--- config.mk ---
export PLATFORM = sky130hd
export DESIGN_NAME = ipm_top
export DESIGN_NICKNAME = d
export VERILOG_FILES = /design/src/logic/ipm_pkg.sv /design/src/logic/ipm_clk_div.sv /design/src/logic/ipm_ext_det.sv /design/src/logic/ipm_top.sv
export SDC_FILE = /design/constraint.sdc
export NUM_CORES = 1
export LEC_CHECK = 0
export ABC_CLOCK_PERIOD_IN_PS = 2700
export BUFFER_PORTS_ARGS = -buffer_cell sky130_fd_sc_hd__buf_2
export CAP_MARGIN = 20
export CORE_UTILIZATION = 45
export DETAILED_ROUTE_END_ITERATION = 8
export GPL_TIMING_DRIVEN = 0
export PLACE_DENSITY = 0.77
export SYNTH_ARGS = -nofsm -noshare
export SYNTH_HDL_FRONTEND = slang
export SYNTH_SLANG_ARGS = --single-unit
--- constraint.sdc ---
create_clock -name clk_i -period 2.7 [get_ports clk_i]
set_input_delay 0.405 -clock clk_i [delete_from_list [all_inputs] [get_ports clk_i]]
set_output_delay 0.405 -clock clk_i [all_outputs]
set_load 0.02 [all_outputs]
--- src/logic/ipm_pkg.sv ---
// Constants, register map and types shared by the interrupt and power mode controller
package ipm_pkg;

    // ************************************************************
    // Register bus map (byte addresses, one word each)
    // ************************************************************
    localparam logic [7:0] IPM_MISC_ADDR = 8'h20;
    localparam logic [7:0] IPM_STAT_ADDR = 8'h24;
    localparam logic [7:0] IPM_MISC_RST = 8'h00;

    // Field positions of misc_control
    localparam int IPM_UPOL_HI = 7;
    localparam int IPM_UPOL_LO = 6;
    localparam int IPM_CLKOUT_BIT = 5;
    localparam int IPM_LPOL_HI = 4;
    localparam int IPM_LPOL_LO = 3;
    localparam int IPM_PSM_HI = 2;
    localparam int IPM_PSM_LO = 1;
    localparam int IPM_SMS_BIT = 0;

    // Polarity encodings, upper bit first
    localparam logic [1:0] IPM_POL_FALL_LOW = 2'h0;
    localparam logic [1:0] IPM_POL_FALL = 2'h2;
    localparam logic [1:0] IPM_POL_RISE = 2'h1;
    localparam logic [1:0] IPM_POL_BOTH = 2'h3;

    // ************************************************************
    // Interrupt sources, highest priority at index 0
    // ************************************************************
    localparam int IPM_NSRC = 10;
    localparam int IPM_NEXT = 4;
    localparam int IPM_NPER = 4;
    localparam int IPM_SRC_RESET = 0;
    localparam int IPM_SRC_TRAP = 1;
    localparam int IPM_SRC_EXT0 = 2;
    localparam int IPM_SRC_PER0 = 6;
    localparam logic [15:0] IPM_VEC [IPM_NSRC] = '{
        16'hfffe, 16'hfffc, 16'hfff6, 16'hfff4, 16'hfff2,
        16'hfff0, 16'hffec, 16'hffea, 16'hffe8, 16'hffe6};
    // Sources that may leave halt: reset and external line 2
    localparam logic [IPM_NSRC-1:0] IPM_HALT_WAKE = 10'h011;
    localparam logic [IPM_NSRC-1:0] IPM_MASKABLE = 10'h3fc;

    // ************************************************************
    // Clock divider terminal counts (period minus one)
    // ************************************************************
    localparam int IPM_DIV_W = 5;
    localparam logic [IPM_DIV_W-1:0] IPM_DIV_NORMAL = 5'h01;
    localparam logic [IPM_DIV_W-1:0] IPM_SLOW_TERM [4] = '{5'h03, 5'h0f, 5'h07, 5'h1f};

    // Oscillator stabilisation, in processor clock cycles
    localparam int IPM_STAB_CYCLES = 4096;
    localparam int IPM_STAB_W = 13;

    typedef enum logic [1:0] {ipm_run, ipm_wait, ipm_halt, ipm_stab} ipm_mode_t;

endpackage

--- src/logic/ipm_clk_div.sv ---
// Oscillator prescaler giving the processor clock enable and its waveform
`timescale 1ns/100ps
module ipm_clk_div (
    // Clock and reset
    input wire logic clk_i,
    input wire logic rst_i,
    // Control
    input wire logic run_i,
    input wire logic slow_i,
    input wire logic [1:0] psm_i,
    // Outputs
    output logic tick_o,
    output logic level_o
);
    logic [ipm_pkg::IPM_DIV_W-1:0] cnt;
    logic lvl;
    wire logic [ipm_pkg::IPM_DIV_W-1:0] term;
    wire logic [ipm_pkg::IPM_DIV_W-1:0] next_cnt;

    assign term = slow_i ? ipm_pkg::IPM_SLOW_TERM[psm_i] : ipm_pkg::IPM_DIV_NORMAL;
    // Wrap also when a new setting leaves the count above the terminal
    assign tick_o = run_i && (cnt >= term);
    assign next_cnt = tick_o ? '0 : (run_i ? cnt + 1'b1 : cnt);
    assign level_o = lvl;

    always_ff @(posedge clk_i) begin
        if (rst_i) begin
            cnt <= '0;
            lvl <= 1'b0;
        end else begin
            cnt <= next_cnt;
            lvl <= run_i && (next_cnt <= (term >> 1));
        end
    end
endmodule

--- src/logic/ipm_ext_det.sv ---
// Edge and level detector with request latch for one external interrupt line
`timescale 1ns/100ps
module ipm_ext_det (
    // Clock and reset
    input wire logic clk_i,
    input wire logic rst_i,
    // Line and control
    input wire logic line_i,
    input wire logic [1:0] pol_i,
    input wire logic pol_chg_i,
    input wire logic ack_i,
    // Request
    output logic pend_o
);
    logic prev;
    logic latch;
    wire logic fell;
    wire logic rose;
    wire logic set_req;
    wire logic level_req;

    assign fell = prev && !line_i;
    assign rose = !prev && line_i;
    assign set_req = (fell && (pol_i != ipm_pkg::IPM_POL_RISE)) ||
                     (rose && (pol_i[0] == 1'b1));
    assign level_req = (pol_i == ipm_pkg::IPM_POL_FALL_LOW) && !line_i;
    assign pend_o = latch || level_req;

    always_ff @(posedge clk_i) begin
        if (rst_i) begin
            prev <= 1'b1;
            latch <= 1'b0;
        end else begin
            prev <= line_i;
            // New edge wins over the clear of the same cycle
            latch <= set_req || (latch && !ack_i && !pol_chg_i);
        end
    end
endmodule

--- src/logic/ipm_top.sv ---
// Interrupt vectoring, power saving modes and misc_control register
//
// Decided for this implementation: the Wishbone slave port.
`timescale 1ns/100ps

module ipm_top #(
    parameter int STAB_CYCLES = ipm_pkg::IPM_STAB_CYCLES
) (
    // Clock and reset
    input wire logic clk_i,
    input wire logic rst_i,
    // Wishbone slave
    input wire logic wb_cyc_i,
    input wire logic wb_stb_i,
    input wire logic wb_we_i,
    input wire logic [7:0] wb_adr_i,
    input wire logic [3:0] wb_sel_i,
    input wire logic [31:0] wb_dat_i,
    output logic [31:0] wb_dat_o,
    output logic wb_ack_o,
    // Processor core
    input wire logic trap_i,
    input wire logic wait_instruction_i,
    input wire logic halt_instruction_i,
    input wire logic i_bit_i,
    input wire logic int_ack_i,
    output logic irq_o,
    output logic [15:0] vector_o,
    output logic i_mask_clear_o,
    output logic cpu_clk_en_o,
    output logic periph_clk_en_o,
    // Oscillator and watchdog
    input wire logic watchdog_en_i,
    output logic osc_on_o,
    output logic wdg_reset_o,
    // Interrupt sources
    input wire logic [3:0] ext_line_i,
    input wire logic [3:0] periph_irq_i,
    // Port F pin 0 alternate function
    output logic port_f_pin_0_o,
    output logic port_f_pin_0_oe_o
);

    // ************************************************************
    // State
    // ************************************************************
    localparam int IPM_STAB_W_L = ipm_pkg::IPM_STAB_W;
    localparam logic [IPM_STAB_W_L-1:0] STAB_LAST = IPM_STAB_W_L'(STAB_CYCLES - 1);
    wire logic [ipm_pkg::IPM_NEXT-1:0] ext_pend;
    ipm_pkg::ipm_mode_t mode;
    ipm_pkg::ipm_mode_t next_mode;
    logic [7:0] misc_control;
    logic [IPM_STAB_W_L-1:0] stab_cnt;
    logic reset_pend;
    logic trap_pend;
    logic irq;
    logic [15:0] vector;
    logic [ipm_pkg::IPM_NSRC-1:0] sel_q;
    logic ack;
    logic [31:0] rd_data;
    logic mask_clr;
    logic wdg_fire;

    // ************************************************************
    // Wishbone slave
    // ************************************************************
    wire logic bus_req = wb_cyc_i && wb_stb_i;
    wire logic hit_misc = (wb_adr_i == ipm_pkg::IPM_MISC_ADDR);
    wire logic hit_stat = (wb_adr_i == ipm_pkg::IPM_STAT_ADDR);
    // Write lands on the edge where the master sees ack
    wire logic misc_wr = bus_req && wb_we_i && ack && wb_sel_i[0] && hit_misc;
    wire logic [7:0] wr_byte = wb_dat_i[7:0];
    wire logic upol_chg = misc_wr &&
        (wr_byte[ipm_pkg::IPM_UPOL_HI:ipm_pkg::IPM_UPOL_LO] !=
         misc_control[ipm_pkg::IPM_UPOL_HI:ipm_pkg::IPM_UPOL_LO]);
    wire logic lpol_chg = misc_wr &&
        (wr_byte[ipm_pkg::IPM_LPOL_HI:ipm_pkg::IPM_LPOL_LO] !=
         misc_control[ipm_pkg::IPM_LPOL_HI:ipm_pkg::IPM_LPOL_LO]);
    // Status view: line requests, trap, reset, then mode
    wire logic [7:0] stat_byte = {ext_pend, trap_pend, reset_pend, mode};
    wire logic [31:0] rd_mux = hit_misc ? {24'h000000, misc_control} :
                               hit_stat ? {24'h000000, stat_byte} : 32'h00000000;

    assign wb_ack_o = ack;
    assign wb_dat_o = rd_data;

    always_ff @(posedge clk_i) begin
        if (rst_i) begin
            ack <= 1'b0;
            rd_data <= 32'h00000000;
        end else begin
            ack <= bus_req && !ack;
            rd_data <= rd_mux;
        end
    end

    always_ff @(posedge clk_i) begin
        // Watchdog reset returns the register to its reset value
        if (rst_i || wdg_fire) begin
            misc_control <= ipm_pkg::IPM_MISC_RST;
        end else if (misc_wr) begin
            misc_control <= wr_byte;
        end
    end

    // ************************************************************
    // Clocking
    // ************************************************************
    wire logic cpu_tick;
    wire logic cpu_level;
    wire logic osc_run = (mode != ipm_pkg::ipm_halt);

    ipm_clk_div u_div (
        .clk_i(clk_i),
        .rst_i(rst_i),
        .run_i(osc_run),
        .slow_i(misc_control[ipm_pkg::IPM_SMS_BIT]),
        .psm_i(misc_control[ipm_pkg::IPM_PSM_HI:ipm_pkg::IPM_PSM_LO]),
        .tick_o(cpu_tick),
        .level_o(cpu_level)
    );

    assign osc_on_o = osc_run;
    assign cpu_clk_en_o = cpu_tick && (mode == ipm_pkg::ipm_run);
    assign periph_clk_en_o = cpu_tick && (mode != ipm_pkg::ipm_stab);
    assign port_f_pin_0_oe_o = misc_control[ipm_pkg::IPM_CLKOUT_BIT];
    assign port_f_pin_0_o = cpu_level && misc_control[ipm_pkg::IPM_CLKOUT_BIT];

    // ************************************************************
    // External line detectors
    // ************************************************************
    // Only the source whose vector is on offer is cleared
    wire logic [ipm_pkg::IPM_NSRC-1:0] ack_sel = sel_q & {ipm_pkg::IPM_NSRC{int_ack_i}};

    genvar g;
    generate
        for (g = 0; g < ipm_pkg::IPM_NEXT; g++) begin : g_ext
            // Lines 2 and 3 share the upper field, 0 and 1 the lower
            wire logic [1:0] pol = (g >= 2) ?
                misc_control[ipm_pkg::IPM_UPOL_HI:ipm_pkg::IPM_UPOL_LO] :
                misc_control[ipm_pkg::IPM_LPOL_HI:ipm_pkg::IPM_LPOL_LO];
            ipm_ext_det u_det (
                .clk_i(clk_i),
                .rst_i(rst_i),
                .line_i(ext_line_i[g]),
                .pol_i(pol),
                .pol_chg_i((g >= 2) ? upol_chg : lpol_chg),
                .ack_i(ack_sel[ipm_pkg::IPM_SRC_EXT0 + g]),
                .pend_o(ext_pend[g])
            );
        end
    endgenerate

    // ************************************************************
    // Priority and vector
    // ************************************************************
    wire logic [ipm_pkg::IPM_NSRC-1:0] req_raw = {periph_irq_i, ext_pend, trap_pend, reset_pend};
    wire logic [ipm_pkg::IPM_NSRC-1:0] req_m = req_raw &
        ~(ipm_pkg::IPM_MASKABLE & {ipm_pkg::IPM_NSRC{i_bit_i}});
    wire logic [ipm_pkg::IPM_NSRC:0] higher;
    wire logic [ipm_pkg::IPM_NSRC-1:0] sel;
    wire logic [15:0] vec_or [ipm_pkg::IPM_NSRC+1];

    assign higher[0] = 1'b0;
    assign vec_or[0] = 16'h0000;
    generate
        for (g = 0; g < ipm_pkg::IPM_NSRC; g++) begin : g_prio
            assign sel[g] = req_m[g] && !higher[g];
            assign higher[g+1] = higher[g] || req_m[g];
            assign vec_or[g+1] = vec_or[g] | (sel[g] ? ipm_pkg::IPM_VEC[g] : 16'h0000);
        end
    endgenerate

    // Vectors only offered while the processor runs
    wire logic next_irq = (mode == ipm_pkg::ipm_run) && higher[ipm_pkg::IPM_NSRC];
    assign irq_o = irq;
    assign vector_o = vector;

    always_ff @(posedge clk_i) begin
        if (rst_i) begin
            irq <= 1'b0;
            vector <= 16'h0000;
            sel_q <= '0;
        end else begin
            irq <= next_irq;
            vector <= vec_or[ipm_pkg::IPM_NSRC];
            sel_q <= next_irq ? sel : '0;
        end
    end

    // ************************************************************
    // Reset and trap requests
    // ************************************************************
    always_ff @(posedge clk_i) begin
        if (rst_i) begin
            reset_pend <= 1'b1;
            trap_pend <= 1'b0;
        end else begin
            reset_pend <= wdg_fire || (reset_pend && !ack_sel[ipm_pkg::IPM_SRC_RESET]);
            trap_pend <= trap_i || (trap_pend && !ack_sel[ipm_pkg::IPM_SRC_TRAP]);
        end
    end

    // ************************************************************
    // Power mode sequencer
    // ************************************************************
    wire logic halt_req = (mode == ipm_pkg::ipm_run) && halt_instruction_i;
    wire logic wait_req = (mode == ipm_pkg::ipm_run) && wait_instruction_i;
    wire logic stab_done = cpu_tick && (stab_cnt == STAB_LAST);
    // Reset request and line 2 both wake from halt; rst_i forces stabilisation by itself
    wire logic halt_wake = |(req_raw & ipm_pkg::IPM_HALT_WAKE);

    always_comb begin
        next_mode = mode;
        unique case (mode)
            ipm_pkg::ipm_run: begin
                if (halt_req && watchdog_en_i) begin
                    next_mode = ipm_pkg::ipm_stab;
                end else if (halt_req) begin
                    next_mode = ipm_pkg::ipm_halt;
                end else if (wait_req) begin
                    next_mode = ipm_pkg::ipm_wait;
                end
            end
            ipm_pkg::ipm_wait: begin
                if (|req_raw) begin
                    next_mode = ipm_pkg::ipm_run;
                end
            end
            ipm_pkg::ipm_halt: begin
                if (halt_wake) begin
                    next_mode = ipm_pkg::ipm_stab;
                end
            end
            ipm_pkg::ipm_stab: begin
                if (stab_done) begin
                    next_mode = ipm_pkg::ipm_run;
                end
            end
        endcase
    end

    assign i_mask_clear_o = mask_clr;
    assign wdg_reset_o = wdg_fire;

    always_ff @(posedge clk_i) begin
        if (rst_i) begin
            // Leaving reset passes through the oscillator delay like a halt exit
            mode <= ipm_pkg::ipm_stab;
            stab_cnt <= '0;
            mask_clr <= 1'b0;
            wdg_fire <= 1'b0;
        end else begin
            mode <= next_mode;
            // Counts processor clocks, so slow settings lengthen it
            stab_cnt <= (mode != ipm_pkg::ipm_stab || stab_done) ? '0 :
                        (cpu_tick ? stab_cnt + 1'b1 : stab_cnt);
            mask_clr <= wait_req || (halt_req && !watchdog_en_i);
            wdg_fire <= halt_req && watchdog_en_i;
        end
    end
endmodule

### Word level (Yosys, flattened, before mapping)

Index checks and enable logic that the tools add are counted.

* $add $sub $neg: 2
* $mul: 0
* divide/modulo/power cells: 0
* order comparisons: 3
* equal/unequal tests: 16
* shift operators: 0
* muxes and demuxes: 25
* bitwise operators: 14
* reductions and logical operators: 120

Operator list (number)
* $mux W16: 10
* $or A16 B16 Y16: 9
* $logic_and A1 B1 Y1: 58
* $logic_not A1 Y1: 27
* $logic_or A1 B1 Y1: 26
* $mux W5: 5
* $eq A8 B6 Y1 const B: 2
* $mux W8: 2
* $add A13 B1 Y13 const B: 1
* $eq A13 B12 Y1 const B: 1
* $mux W2: 6
* $and A10 B10 Y10: 1
* $bmux W5 S2: 1
* $ne A2 B2 Y1 const B: 5
* $not A10 Y10: 1
* $reduce_or A10 Y1: 1
* $pmux W2 S4: 1
* $reduce_or A2 Y1: 4
* $and A6 B6 Y6: 1
* $logic_not A2 Y1: 3
* $add A5 B1 Y5 const B: 1
* $ge A5 B5 Y1: 1
* $le A5 B4 Y1: 1
* $eq A2 B2 Y1 const B: 2
* 8 further kinds: 10

* flip-flop bits (word level): 97
* latch bits: 0
* bits in writable memories: 0
* ROM bits: 0
* input port bits: 63
* output and inout bits: 57
* memories kept: 0

### Longest topological paths before layout

Gate-level depths: netlist of run 1.

* word-level depth: 16
* gate-level depth with buffers: 13
* gate-level depth less buffers: 12

### Modules after synthesis

A second synthesis of run 1 with hierarchy kept.

* cells, all modules: 368
* area total of the unflattened synthesis: 3159.3 sq um

By module, submodules not included
* ipm_top: times used 1, cells each 272, area each 2314.7 sq um, seq. area each 960.9 sq um
* ipm_clk_div: times used 1, cells each 52, area each 479.2 sq um, seq. area each 120.1 sq um
* ipm_ext_det: times used 4, cells each 11, area each 91.3 sq um, seq. area each 40.0 sq um

### Worst setup path before layout of run 1

No wires, ideal clock.

* path kind: register to register
* from: reg misc_control[0]
* to: reg u_div.lvl (netlist: u_div.level_o)
* setup time: 115 ps
* data arrival time: 2697 ps
* required time: 2585 ps
* setup slack: -112 ps
* cell stages (with the launch flop): 13
* cells stage by stage: dfxtp_1 o21ai_0 ha_1 o21ai_0 o21ai_4 nand2_2 a31o_2 ha_1 nor2b_1 o21a_1 o21a_1 o21a_1 a2111oi_0

* longest elaborated chain between the ends: 6

RTL lines
* start: declaration: RTL line ipm_top.sv:52 `logic [7:0] misc_control;`
* start signal: assignment: RTL line ipm_top.sv:100 `misc_control <= ipm_pkg::IPM_MISC_RST;`
* start signal: assignment: RTL line ipm_top.sv:102 `misc_control <= wr_byte;`
* $mux W5: RTL line ipm_clk_div.sv:20 `assign term = slow_i ? ipm_pkg::IPM_SLOW_TERM[psm_i] : ipm_pkg::IPM_DIV_NORMAL;`
* $ge A5 B5 Y1: RTL line ipm_clk_div.sv:22 `assign tick_o = run_i && (cnt >= term);`
* $logic_and A1 B1 Y1: RTL line ipm_clk_div.sv:22
* $mux W5: RTL line ipm_clk_div.sv:23 `assign next_cnt = tick_o ? '0 : (run_i ? cnt + 1'b1 : cnt);`
* net u_div.next_cnt, one bit: RTL line ipm_clk_div.sv:18 `wire logic [ipm_pkg::IPM_DIV_W-1:0] next_cnt;`
* $le A5 B4 Y1: RTL line ipm_clk_div.sv:32 `lvl <= run_i && (next_cnt <= (term >> 1));`
* $logic_and A1 B1 Y1: RTL line ipm_clk_div.sv:32
* end signal: assignment: RTL line ipm_clk_div.sv:32
* end: declaration: RTL line ipm_clk_div.sv:16 `logic lvl;`

The timed path passes the listed nets, and every way through them passes these cells.
A chain may end at the register's enable or synchronous reset.

### Final worst setup path of run 1

Ends and elaborated chain as after synthesis.

==> impl_metrics.json, run 1 <==
{
  "min_path_cells": 3,
  "crit_chain": "o21ai_4 -> ha_4 -> o21ai_4 -> o21ai_4 -> nand2_4 -> a31o_4 -> ha_4 -> nor2b_4 -> o21a_1 -> o21a_1 -> o21a_1 -> a2111oi_4",
  "crit_arrival_ns": 2.89,
  "setup_viol": 0,
  "rows": 30,
  "r2r_start": "misc_control[0]",
  "switching_share_pct": 30.8,
  "vias": 2839,
  "drt_first_pass_iters": 4,
  "seq_power_share_pct": 35.9,
  "path_buf_inv": 0,
  "remaining_drc_errors": 0,
  "min_to": "trap_pend",
  "dp.cells": 554,
  "p_sw_uw": 870,
  "combPwrFrac_pct": 32.7,
  "die_y_um": 86.5,
  "crit_type": "reg -> reg",
  "top_usage_layer": "met2",
  "cts_tree": "yes",
  "rsz0062_at_grt": "true",
  "max_freq_mhz": 378,
  "fillers": 603,
  "finish.net_count": 551,
  "finalHoldViolations": 0,
  "clock_path_buffers": 2,
  "timing.setup.tns_ns": 0,
  "htreeDepth": 3,
  "ant_nets": 0,
  "postSynthCellCount": 367,
  "cts_sinks": 62,
  "hpwl_um": 5380,
  "grt_pass1_wl_um": 11600,
  "worst_pin_slew_ns": 0.554,
  "p_leak_nw": 1.93,
  "hp-start": "trap_i",
  "area_delta_synth_final_pct": 31.9,
  "die-width_um": 86.5,
  "path_clk_slew_ns": 0.07,
  "cp_top_family": "compound AO/OA/AOI/OAI gates",
  "grt.total_usage_pct": 19.8,
  "drv_slew": 0,
  "wl_per_cell_um": 13.2,
  "clkLatencyLatePin_ns": 0.34,
  "required_ns": 2.94,
  "coreArea_mm2": 0.00683,
  "crit_fanout": 7,
  "internal_power_mw": 1.95,
  "maxSlewHeadroom_pct": 63.1,
  "ys_ff_latch": 62,
  "boundaryPins": 120,
  "drtIter0Drc": 111,
  "diodes": 0,
  "post-route-util_pct": 61.9,
  "grt-ovfl-total": 0,
  "period_needed_ns": 2.64,
  "via_per_inst": 4.90,
  "use_met1_pct": 23.8,
  "initial_core_util_pct": 47.0,
  "synth_cell_type_count": 52,
  "synth_edf_count": 0,
  "ff2ff_setup_slack_ns": 0.06,
  "slowest_stage": "dfxtp_4",
  "final_cell_mix": "buf_2 (73), dfxtp_1 (59), nor2_1 (47)",
  "cts_inserted_buffers": 9,
  "ys_seq_area_share_pct": 38.7,
  "synth_area_leader_cell": "dfxtp_1",
  "io_buffers": 67,
  "pwr-share-clk_pct": 31.4,
  "drv_cap": 0,
  "grt_use_met3_pct": 4.57,
  "yosys.area.top_type_share_pct": 38.7,
  "synth_ff_type": "dfxtp_1",
  "synthArstFlopShare_pct": 0,
  "min_path_type": "in -> reg",
  "dieArea_mm2": 0.00747,
  "slowest_delay_ns": 0.42,
  "root_buffer": "clkbuf_8",
  "rr_endpoint": "u_div.level_o",
  "reg2reg_depth": 12,
  "crit_path_start_kind": "flop",
  "outcome": "finished, final reports clean",
  "finalPower_mw": 2.82,
  "drive_gt1_share_pct": 36.2,
  "timing.hold.ws_ns": 0.276,
  "gr-usage-met2_pct": 35.3,
  "synth.area.top_cells": "dfxtp_1 (39%), buf_4 (8.7%), nor2_1 (5.5%)",
  "grt_pass1_vias": 2545,
  "layout_commonest_cell": "buf_2",
  "syn_area_mm2": 0.00321,
  "vdd.ir_drop.worst_uv": 728,
  "grt_max_degree": 12,
  "ys_warn_count": 0,
  "finalCritPeriodShare_pct": 97.9,
  "endpoint_kind": "flop",
  "globalplace.congestion": 0.812,
  "finalWirelength_um": 7630,
  "powerDensity_mw_per_mm2": 667,
  "fin_worst_skew_ns": 0.00821,
  "avgSynthCellArea_um2": 8.74,
  "final_cells": 579,
  "antenna_found_initial": 0
}
## how the worst max path moves through the flow
stage,startpoint,to,cells past startpoint
after floorplan,misc_control[1],u_div.level_o,12
after global placement,misc_control[1],u_div.level_o,12
after detailed placement,misc_control[1],u_div.level_o,12
after CTS,misc_control[0],u_div.level_o,12
after global routing,misc_control[0],u_div.level_o,11
final,misc_control[0],u_div.level_o,12
## cell type report
class	count	area, um^2	share of cell area (%)
Tap cell	96	120	2.84
Clock inverter	6	86.3	2.04
Inverter	4	15.0	0.355
Sequential cell	62	1250	29.5
Timing Repair Buffer	76	410	9.70
Buffer	51	350	8.28
Multi-Input combinational cell	274	1870	44.2
Clock buffer	10	128	3.02
## cell usage after synthesis, types with 2 or more instances
master,n
a2111oi_0,2
a211oi_1,6
a211oi_2,3
a21o_1,3
a21oi_1,13
a31oi_1,6
and2_1,5
and3_1,9
and4_1,2
buf_2,6
buf_4,37
clkbuf_1,6
dfxtp_1,62
ha_1,10
inv_1,3
mux2i_1,12
nand2_1,19
nand2b_1,5
nand3_1,15
nand3b_1,5
nand4_1,4
nor2_1,47
nor2b_1,9
nor3_1,15
nor3b_1,3
nor4_1,3
o21a_1,3
o21ai_0,10
o31ai_1,2
or2_2,6
or3_1,3
xnor2_1,5
xor2_1,9
## cells by family after synthesis
group	share of synthesized area (%)
other	0.117
multiplexers	3.74
buffers and inverters	11.2
AND/OR/NAND/NOR	26.1
flip-flops	38.7
adder cells (fa/ha/maj)	3.90
AO/OA/AOI/OAI	12.4
XOR/XNOR	3.82
## routing by layer
metal  vias up  share of wire (%)
li1       1445                  -
met1      1314                 44
met2        69                 51
met3        11                4.3
met4         0                1.2
met5         -                  0
## flip-flops by register name (all words and copies together) (netlist names)
| register | cells |
|---|---|
| g_ext.u_det.latch | 4 |
| g_ext.u_det.prev | 4 |
| i_mask_clear_o | 1 |
| irq_o | 1 |
| misc_control | 8 |
| mode | 2 |
| reset_pend | 1 |
| sel_q | 6 |
| stab_cnt | 13 |
| trap_pend | 1 |
| u_div.cnt | 5 |
| u_div.level_o | 1 |
| vector_o | 5 |
| wb_ack_o | 1 |
| wb_dat_o | 8 |
| wdg_reset_o | 1 |
## worst min-delay path: stages
cell and delay, ns:
buf_2 0.07, a21oi_1 0.03, nor2_1 0.07
## power by group through the flow
stage	sequential (mW)	combinational, mW	clock [mW]
6_report	1.01	0.923	0.885
5_1_grt	1.02	0.986	0.936
4_1_cts	1.01	0.705	0.890
3_5_place_dp	1.03	0.623	0
3_3_place_gp	1.02	0.605	0
2_1_floorplan	1.02	0.478	0
## per-stage QoR
step                instance area [um^2]  worst slack [ns]
floorplan                           3310           0.00686
global placement                    3760            -0.248
detailed placement                  3760            -0.307
CTS                                 4030            0.0877
global route                        4230           -0.0804
finish                              4230            0.0565
## repair_timing
action	CTS	global route
buffers inserted	4	5
endpoints found under the setup margin	1	1
hold buffers	0	0
pin swaps	4	11
cloned	0	0
gates resized for setup	10	28
No activity file was read; power rests on OpenSTA's default activity.
==> run 2: changes to the inputs <==
--- a/config.mk
+++ b/config.mk
@@ -5,13 +5,14 @@
 export SDC_FILE = /design/constraint.sdc
 export NUM_CORES = 1
 export LEC_CHECK = 0
-export ABC_CLOCK_PERIOD_IN_PS = 2700
+export ABC_CLOCK_PERIOD_IN_PS = 3200
 export BUFFER_PORTS_ARGS = -buffer_cell sky130_fd_sc_hd__buf_2
 export CAP_MARGIN = 20
-export CORE_UTILIZATION = 45
+export CORE_UTILIZATION = 53
 export DETAILED_ROUTE_END_ITERATION = 8
 export GPL_TIMING_DRIVEN = 0
-export PLACE_DENSITY = 0.77
+export PLACE_DENSITY = 0.85
+export SETUP_SLACK_MARGIN = 0.2
 export SYNTH_ARGS = -nofsm -noshare
 export SYNTH_HDL_FRONTEND = slang
 export SYNTH_SLANG_ARGS = --single-unit
==> constraint.sdc (replaced) <==
create_clock -name clk_i -period 3.2 [get_ports clk_i]
set_input_delay 0.48 -clock clk_i [delete_from_list [all_inputs] [get_ports clk_i]]
set_output_delay 0.48 -clock clk_i [all_outputs]
set_load 0.02 [all_outputs]
==> run 2 against run 1 <==
Clock power down 7.0%; core utilization rose by 8.9 points; die area fell by 15%; critical path depth unchanged; fmax is 6.6% lower; flip-flop and latch count did not move; critical path type unchanged; largest cell class unchanged; highest routed layer unchanged.
==> impl_metrics.json, run 2 (synthesized netlist as in run 1, its figures left out) <==
{
  "clkLatencyLatePin_ns": 0.34,
  "drtIter0Drc": 147,
  "cts_sinks": 62,
  "max_freq_mhz": 353,
  "fin_worst_skew_ns": 0.00654,
  "min_path_type": "in -> reg",
  "grt-ovfl-total": 0,
  "finalCritPeriodShare_pct": 88.4,
  "area_delta_synth_final_pct": 25.3,
  "finalHoldViolations": 0,
  "grt_pass1_wl_um": 12000,
  "vdd.ir_drop.worst_uv": 452,
  "remaining_drc_errors": 0,
  "vias": 2899,
  "pre_cts_ws_ns": -0.0495,
  "dieArea_mm2": 0.00637,
  "drv_cap": 0,
  "maxSlewHeadroom_pct": 66.3,
  "finalWirelength_um": 7390,
  "drv_slew": 0,
  "diodes": 0,
  "grt_use_met3_pct": 7.77,
  "final_cell_mix": "buf_2 (73), dfxtp_1 (59), nor2_1 (47)",
  "outcome": "finished, final reports clean",
  "post-route-util_pct": 70.9,
  "coreArea_mm2": 0.00568,
  "grt.total_usage_pct": 24.5,
  "grt_pass1_vias": 2660,
  "root_buffer": "clkbuf_8",
  "hpwl_um": 5520,
  "wl_per_cell_um": 13.4,
  "gr-usage-met2_pct": 42.7,
  "fin_ws_ns": 0.371,
  "cts_tree": "yes",
  "powerDensity_mw_per_mm2": 577,
  "clock_path_buffers": 2,
  "top_usage_layer": "met2",
  "crit_path_start_kind": "flop",
  "antenna_found_initial": 0,
  "die_y_um": 79.8,
  "worst_pin_slew_ns": 0.506,
  "postCtsHoldBufs": 0,
  "io_buffers": 67,
  "die-width_um": 79.8,
  "fillers": 444,
  "period_needed_ns": 2.83,
  "globalplace.congestion": 0.885,
  "crit_arrival_ns": 3.07,
  "path_clk_slew_ns": 0.07,
  "crit_fanout": 5,
  "endpoint_kind": "flop",
  "p_leak_nw": 1.87,
  "rsz0062_at_grt": "false",
  "largest_reg_flops": 13,
  "grt_max_degree": 12,
  "crit_type": "reg -> reg",
  "via_per_inst": 5.27,
  "cts_inserted_buffers": 9,
  "use_met1_pct": 28.3,
  "layout_commonest_cell": "buf_2",
  "htreeDepth": 3,
  "ant_nets": 0,
  "initial_core_util_pct": 56.5,
  "required_ns": 3.44,
  "regMostFlops": "stab_cnt",
  "boundaryPins": 120,
  "rows": 27,
  "drive_gt1_share_pct": 32.4,
  "drt_first_pass_iters": 4,
  "setup_viol": 0,
  "finish.net_count": 547
}
==> run 2: cell types whose count changed in the layout (fill, tap and decap cells not counted), moves of 2 or more <==
| cell | before | now |
|---|---|---|
| a2111oi_4 | 2 | 0 |
| ha_1 | 4 | 9 |
| ha_4 | 5 | 0 |
| o21ai_4 | 3 | 1 |
| buf_6 | 4 | 1 |
==> run 2: path summary, 6_finish.rpt <==
check / cells after the start / slack [ns] / to / startpoint
max: 12 / 0.37 / u_div.level_o / misc_control[1]
min: 3 / 0.35 / trap_pend / trap_i
max reg2reg: 12 / 0.37 / u_div.level_o / misc_control[1]
min reg2reg: 1 / 0.44 / wb_ack_o / wb_ack_o
==> run 2: critical path, cell delays in order (launching register included) <==
cell       delay [ns]
dfxtp_2          0.37
o21ai_2          0.08
ha_2             0.31
o21ai_1          0.08
o21ai_4          0.21
nand2_4          0.10
a31o_2           0.27
ha_1             0.31
nor2b_1          0.14
o21a_1           0.18
o21a_1           0.16
o21a_1           0.17
a2111oi_2        0.33
==> run 2: final cells by class <==
| type | count | area (um^2) | share of cell area, % |
|---|---|---|---|
| clock inverter | 4 | 95.1 | 2.36 |
| buffer | 51 | 345 | 8.58 |
| inverter | 4 | 15.0 | 0.373 |
| tap | 72 | 90.1 | 2.24 |
| sequential | 62 | 1250 | 31.0 |
| multi-input combinational | 274 | 1720 | 42.6 |
| clock buffer | 11 | 141 | 3.51 |
| timing repair buffer | 72 | 373 | 9.27 |
==> run 2: report_power, final <==
part	leakage, nW	internal, mW	total [mW]	switching [mW]
combinational	1.24	0.309	0.648	0.339
clock	0.119	0.533	0.823	0.290
sequential	0.507	0.811	0.849	0.0376
total	1.87	1.65	2.32	0.666
==> run 2: repair_timing <==
| item | CTS | global route |
|---|---|---|
| pin swaps | 1 | 2 |
| endpoints found under the setup margin | 1 | 1 |
| resized for setup | 5 | 6 |
| setup buffers | 2 | 3 |
==> run 2: per-stage QoR <==
| stage | TNS (ns) | hold WS, ns | power [mW] | std cells | area, um^2 |
|---|---|---|---|---|---|
| 4_1_cts | 0 | 0.342 | 2.26 | 547 | 3990 |
| 5_1_grt | 0 | 0.351 | 2.43 | 550 | 4020 |
| 3_5_place_dp | -0.0495 | 0.432 | 1.39 | 530 | 3720 |
| 3_3_place_gp | 0 | 0.432 | 1.37 | 530 | 3720 |
| 6_report | 0 | 0.349 | 2.32 | 550 | 4020 |
| 2_1_floorplan | 0 | 0.423 | 1.26 | 391 | 3300 |
==> run 2: per-layer routing <==
metal / vias up / share of wire, %
met4: 0 / 1.5
li1: 1442 / -
met2: 96 / 52
met1: 1349 / 40
met5: - / 0
met3: 12 / 6.9
==> run 3: changes to the inputs <==
--- a/config.mk
+++ b/config.mk
@@ -10,9 +10,9 @@
 export CAP_MARGIN = 20
 export CORE_UTILIZATION = 53
 export DETAILED_ROUTE_END_ITERATION = 8
-export GPL_TIMING_DRIVEN = 0
 export PLACE_DENSITY = 0.85
 export SETUP_SLACK_MARGIN = 0.2
+export SKIP_CTS_REPAIR_TIMING = 1
 export SYNTH_ARGS = -nofsm -noshare
 export SYNTH_HDL_FRONTEND = slang
 export SYNTH_SLANG_ARGS = --single-unit
==> constraint.sdc (replaced) <==
create_clock -name clk_i -period 3.2 [get_ports clk_i]
set_input_delay 0.32 -clock clk_i [delete_from_list [all_inputs] [get_ports clk_i]]
set_output_delay 0.32 -clock clk_i [all_outputs]
set_load 0.02 [all_outputs]
==> run 3 against run 2 <==
Setup slack lost 0.10 ns; highest routed layer unchanged; design area shrank 8.9%; clock skew grew 0.0020 ns; largest cell class unchanged; flip-flop and latch count is the same; non-clock buffer count shrank 50; register-to-register slack lost 0.10 ns; hold slack lost 0.14 ns; clock power grew 1%; via count shrank 8.5%.
==> impl_metrics.json, run 3 (synthesized netlist as in run 1, its figures left out) <==
{
  "powerDensity_mw_per_mm2": 598,
  "final_cell_mix": "buf_2 (67), dfxtp_1 (61), nor2_1 (47)",
  "htreeDepth": 3,
  "place_area_mm2": 0.00342,
  "root_buffer": "clkbuf_8",
  "grt-ovfl-total": 0,
  "finalCritPeriodShare_pct": 91.5,
  "rows": 27,
  "top_usage_layer": "met2",
  "initial_core_util_pct": 56.5,
  "finalHoldViolations": 0,
  "fin_worst_skew_ns": 0.00858,
  "dieArea_mm2": 0.00637,
  "vias": 2652,
  "internal_power_mw": 1.56,
  "via_per_inst": 5.30,
  "hp-start": "trap_i",
  "period_needed_ns": 2.93,
  "min_to": "trap_pend",
  "pwr-share-clk_pct": 37.9,
  "r2r_start": "misc_control[1]",
  "post-route-util_pct": 64.6,
  "crit_path_start_kind": "flop",
  "seq_power_share_pct": 38.7,
  "wl_per_cell_um": 13.9,
  "drv_slew": 0,
  "outcome": "finished, final reports clean",
  "vdd.ir_drop.worst_uv": 451,
  "coreArea_mm2": 0.00568,
  "ff2ff_setup_slack_ns": 0.27,
  "hpwl_um": 5050,
  "grt.total_usage_pct": 23.5,
  "die-width_um": 79.8,
  "fillers": 489,
  "area_delta_synth_final_pct": 14.2,
  "io_buffers": 67,
  "setup_viol": 0,
  "switching_share_pct": 28.7,
  "worst_pin_slew_ns": 0.532,
  "min_path_type": "in -> reg",
  "min_path_cells": 3,
  "die_y_um": 79.8,
  "gr-usage-met2_pct": 40.0,
  "endpoint_kind": "flop",
  "boundaryPins": 120,
  "drv_cap": 0,
  "grt_pass1_wl_um": 11500,
  "grt_pass1_vias": 2545,
  "regMostFlops": "stab_cnt",
  "drive_gt1_share_pct": 25.0,
  "layout_commonest_cell": "buf_2",
  "timing.hold.ws_ns": 0.204,
  "drt_first_pass_iters": 4,
  "rsz0062_at_grt": "false",
  "crit_type": "reg -> reg",
  "cts_tree": "yes",
  "globalplace.congestion": 0.842,
  "cts_inserted_buffers": 9,
  "crit_arrival_ns": 3.14,
  "maxSlewHeadroom_pct": 64.5,
  "clock_path_buffers": 2,
  "reg2reg_depth": 12,
  "combPwrFrac_pct": 23.4,
  "crit_fanout": 5,
  "path_clk_slew_ns": 0.06,
  "finalWirelength_um": 6960,
  "finish.net_count": 497,
  "cts_sinks": 62,
  "ant_nets": 0,
  "timing.setup.tns_ns": 0,
  "final_area_mm2": 0.00366,
  "grt_max_degree": 30,
  "grt_use_met3_pct": 7.20,
  "remaining_drc_errors": 0,
  "p_sw_uw": 630,
  "use_met1_pct": 27.5,
  "antenna_found_initial": 0,
  "diodes": 0,
  "rr_endpoint": "u_div.level_o",
  "largest_reg_flops": 13,
  "clkLatencyLatePin_ns": 0.34,
  "drtIter0Drc": 124,
  "required_ns": 3.41,
  "p_leak_nw": 1.64,
  "max_freq_mhz": 341
}
run 3: worst max-delay path, cell delays in order (launching register included):
cell	delay [ns]
dfxtp_1	0.41
o21ai_1	0.14
ha_1	0.30
o21ai_1	0.08
o21ai_4	0.18
nand2_2	0.07
a31o_2	0.26
ha_1	0.30
nor2b_1	0.14
o21a_1	0.17
o21a_1	0.17
o21a_1	0.17
a2111oi_1	0.41
run 3: layout make-up:
cell class,instances,area [um^2],area share (%)
sequential,62,1240,33.9
multi-input combinational,274,1700,46.4
clock buffer,11,141,3.86
timing repair buffer,73,380,10.4
tap,72,90.1,2.46
clock inverter,4,95.1,2.60
inverter,4,15.0,0.410
run 3: per-layer routing:
metal  part of all wire [%]  routed length, um
met1                     43               3010
met3                    4.6                323
met5                      0                  0
met4                    1.5                106
met2                     51               3520
run 3: through the flow:
| stage | power, mW | std cells | worst slack, ns |
|---|---|---|---|
| 2_1_floorplan | 1.26 | 391 | 0.388 |
| 3_3_place_gp | 1.34 | 485 | 0.173 |
| 3_5_place_dp | 1.36 | 485 | 0.0893 |
| 4_1_cts | 2.20 | 500 | 0.0532 |
| 5_1_grt | 2.31 | 500 | 0.164 |
| 6_report | 2.19 | 500 | 0.271 |
run 3: worst max path at each step:
stage / start / end / slack, ns / cells past startpoint
after floorplan: misc_control[0] / u_div.level_o / 0.39 / 12
after global placement: misc_control[0] / u_div.level_o / 0.17 / 12
after detailed placement: misc_control[0] / u_div.level_o / 0.09 / 12
after CTS: misc_control[0] / u_div.level_o / 0.05 / 12
after global routing: misc_control[1] / u_div.level_o / 0.16 / 12
final: misc_control[1] / u_div.level_o / 0.27 / 12
run 3: power by group through the flow:
stage | Clock (mW) | Combinational, mW | Sequential (mW)
CTS | 0.842 | 0.506 | 0.848
floorplan | 0 | 0.397 | 0.861
detailed placement | 0 | 0.497 | 0.864
global placement | 0 | 0.480 | 0.863
finish | 0.831 | 0.514 | 0.848
global route | 0.879 | 0.575 | 0.855
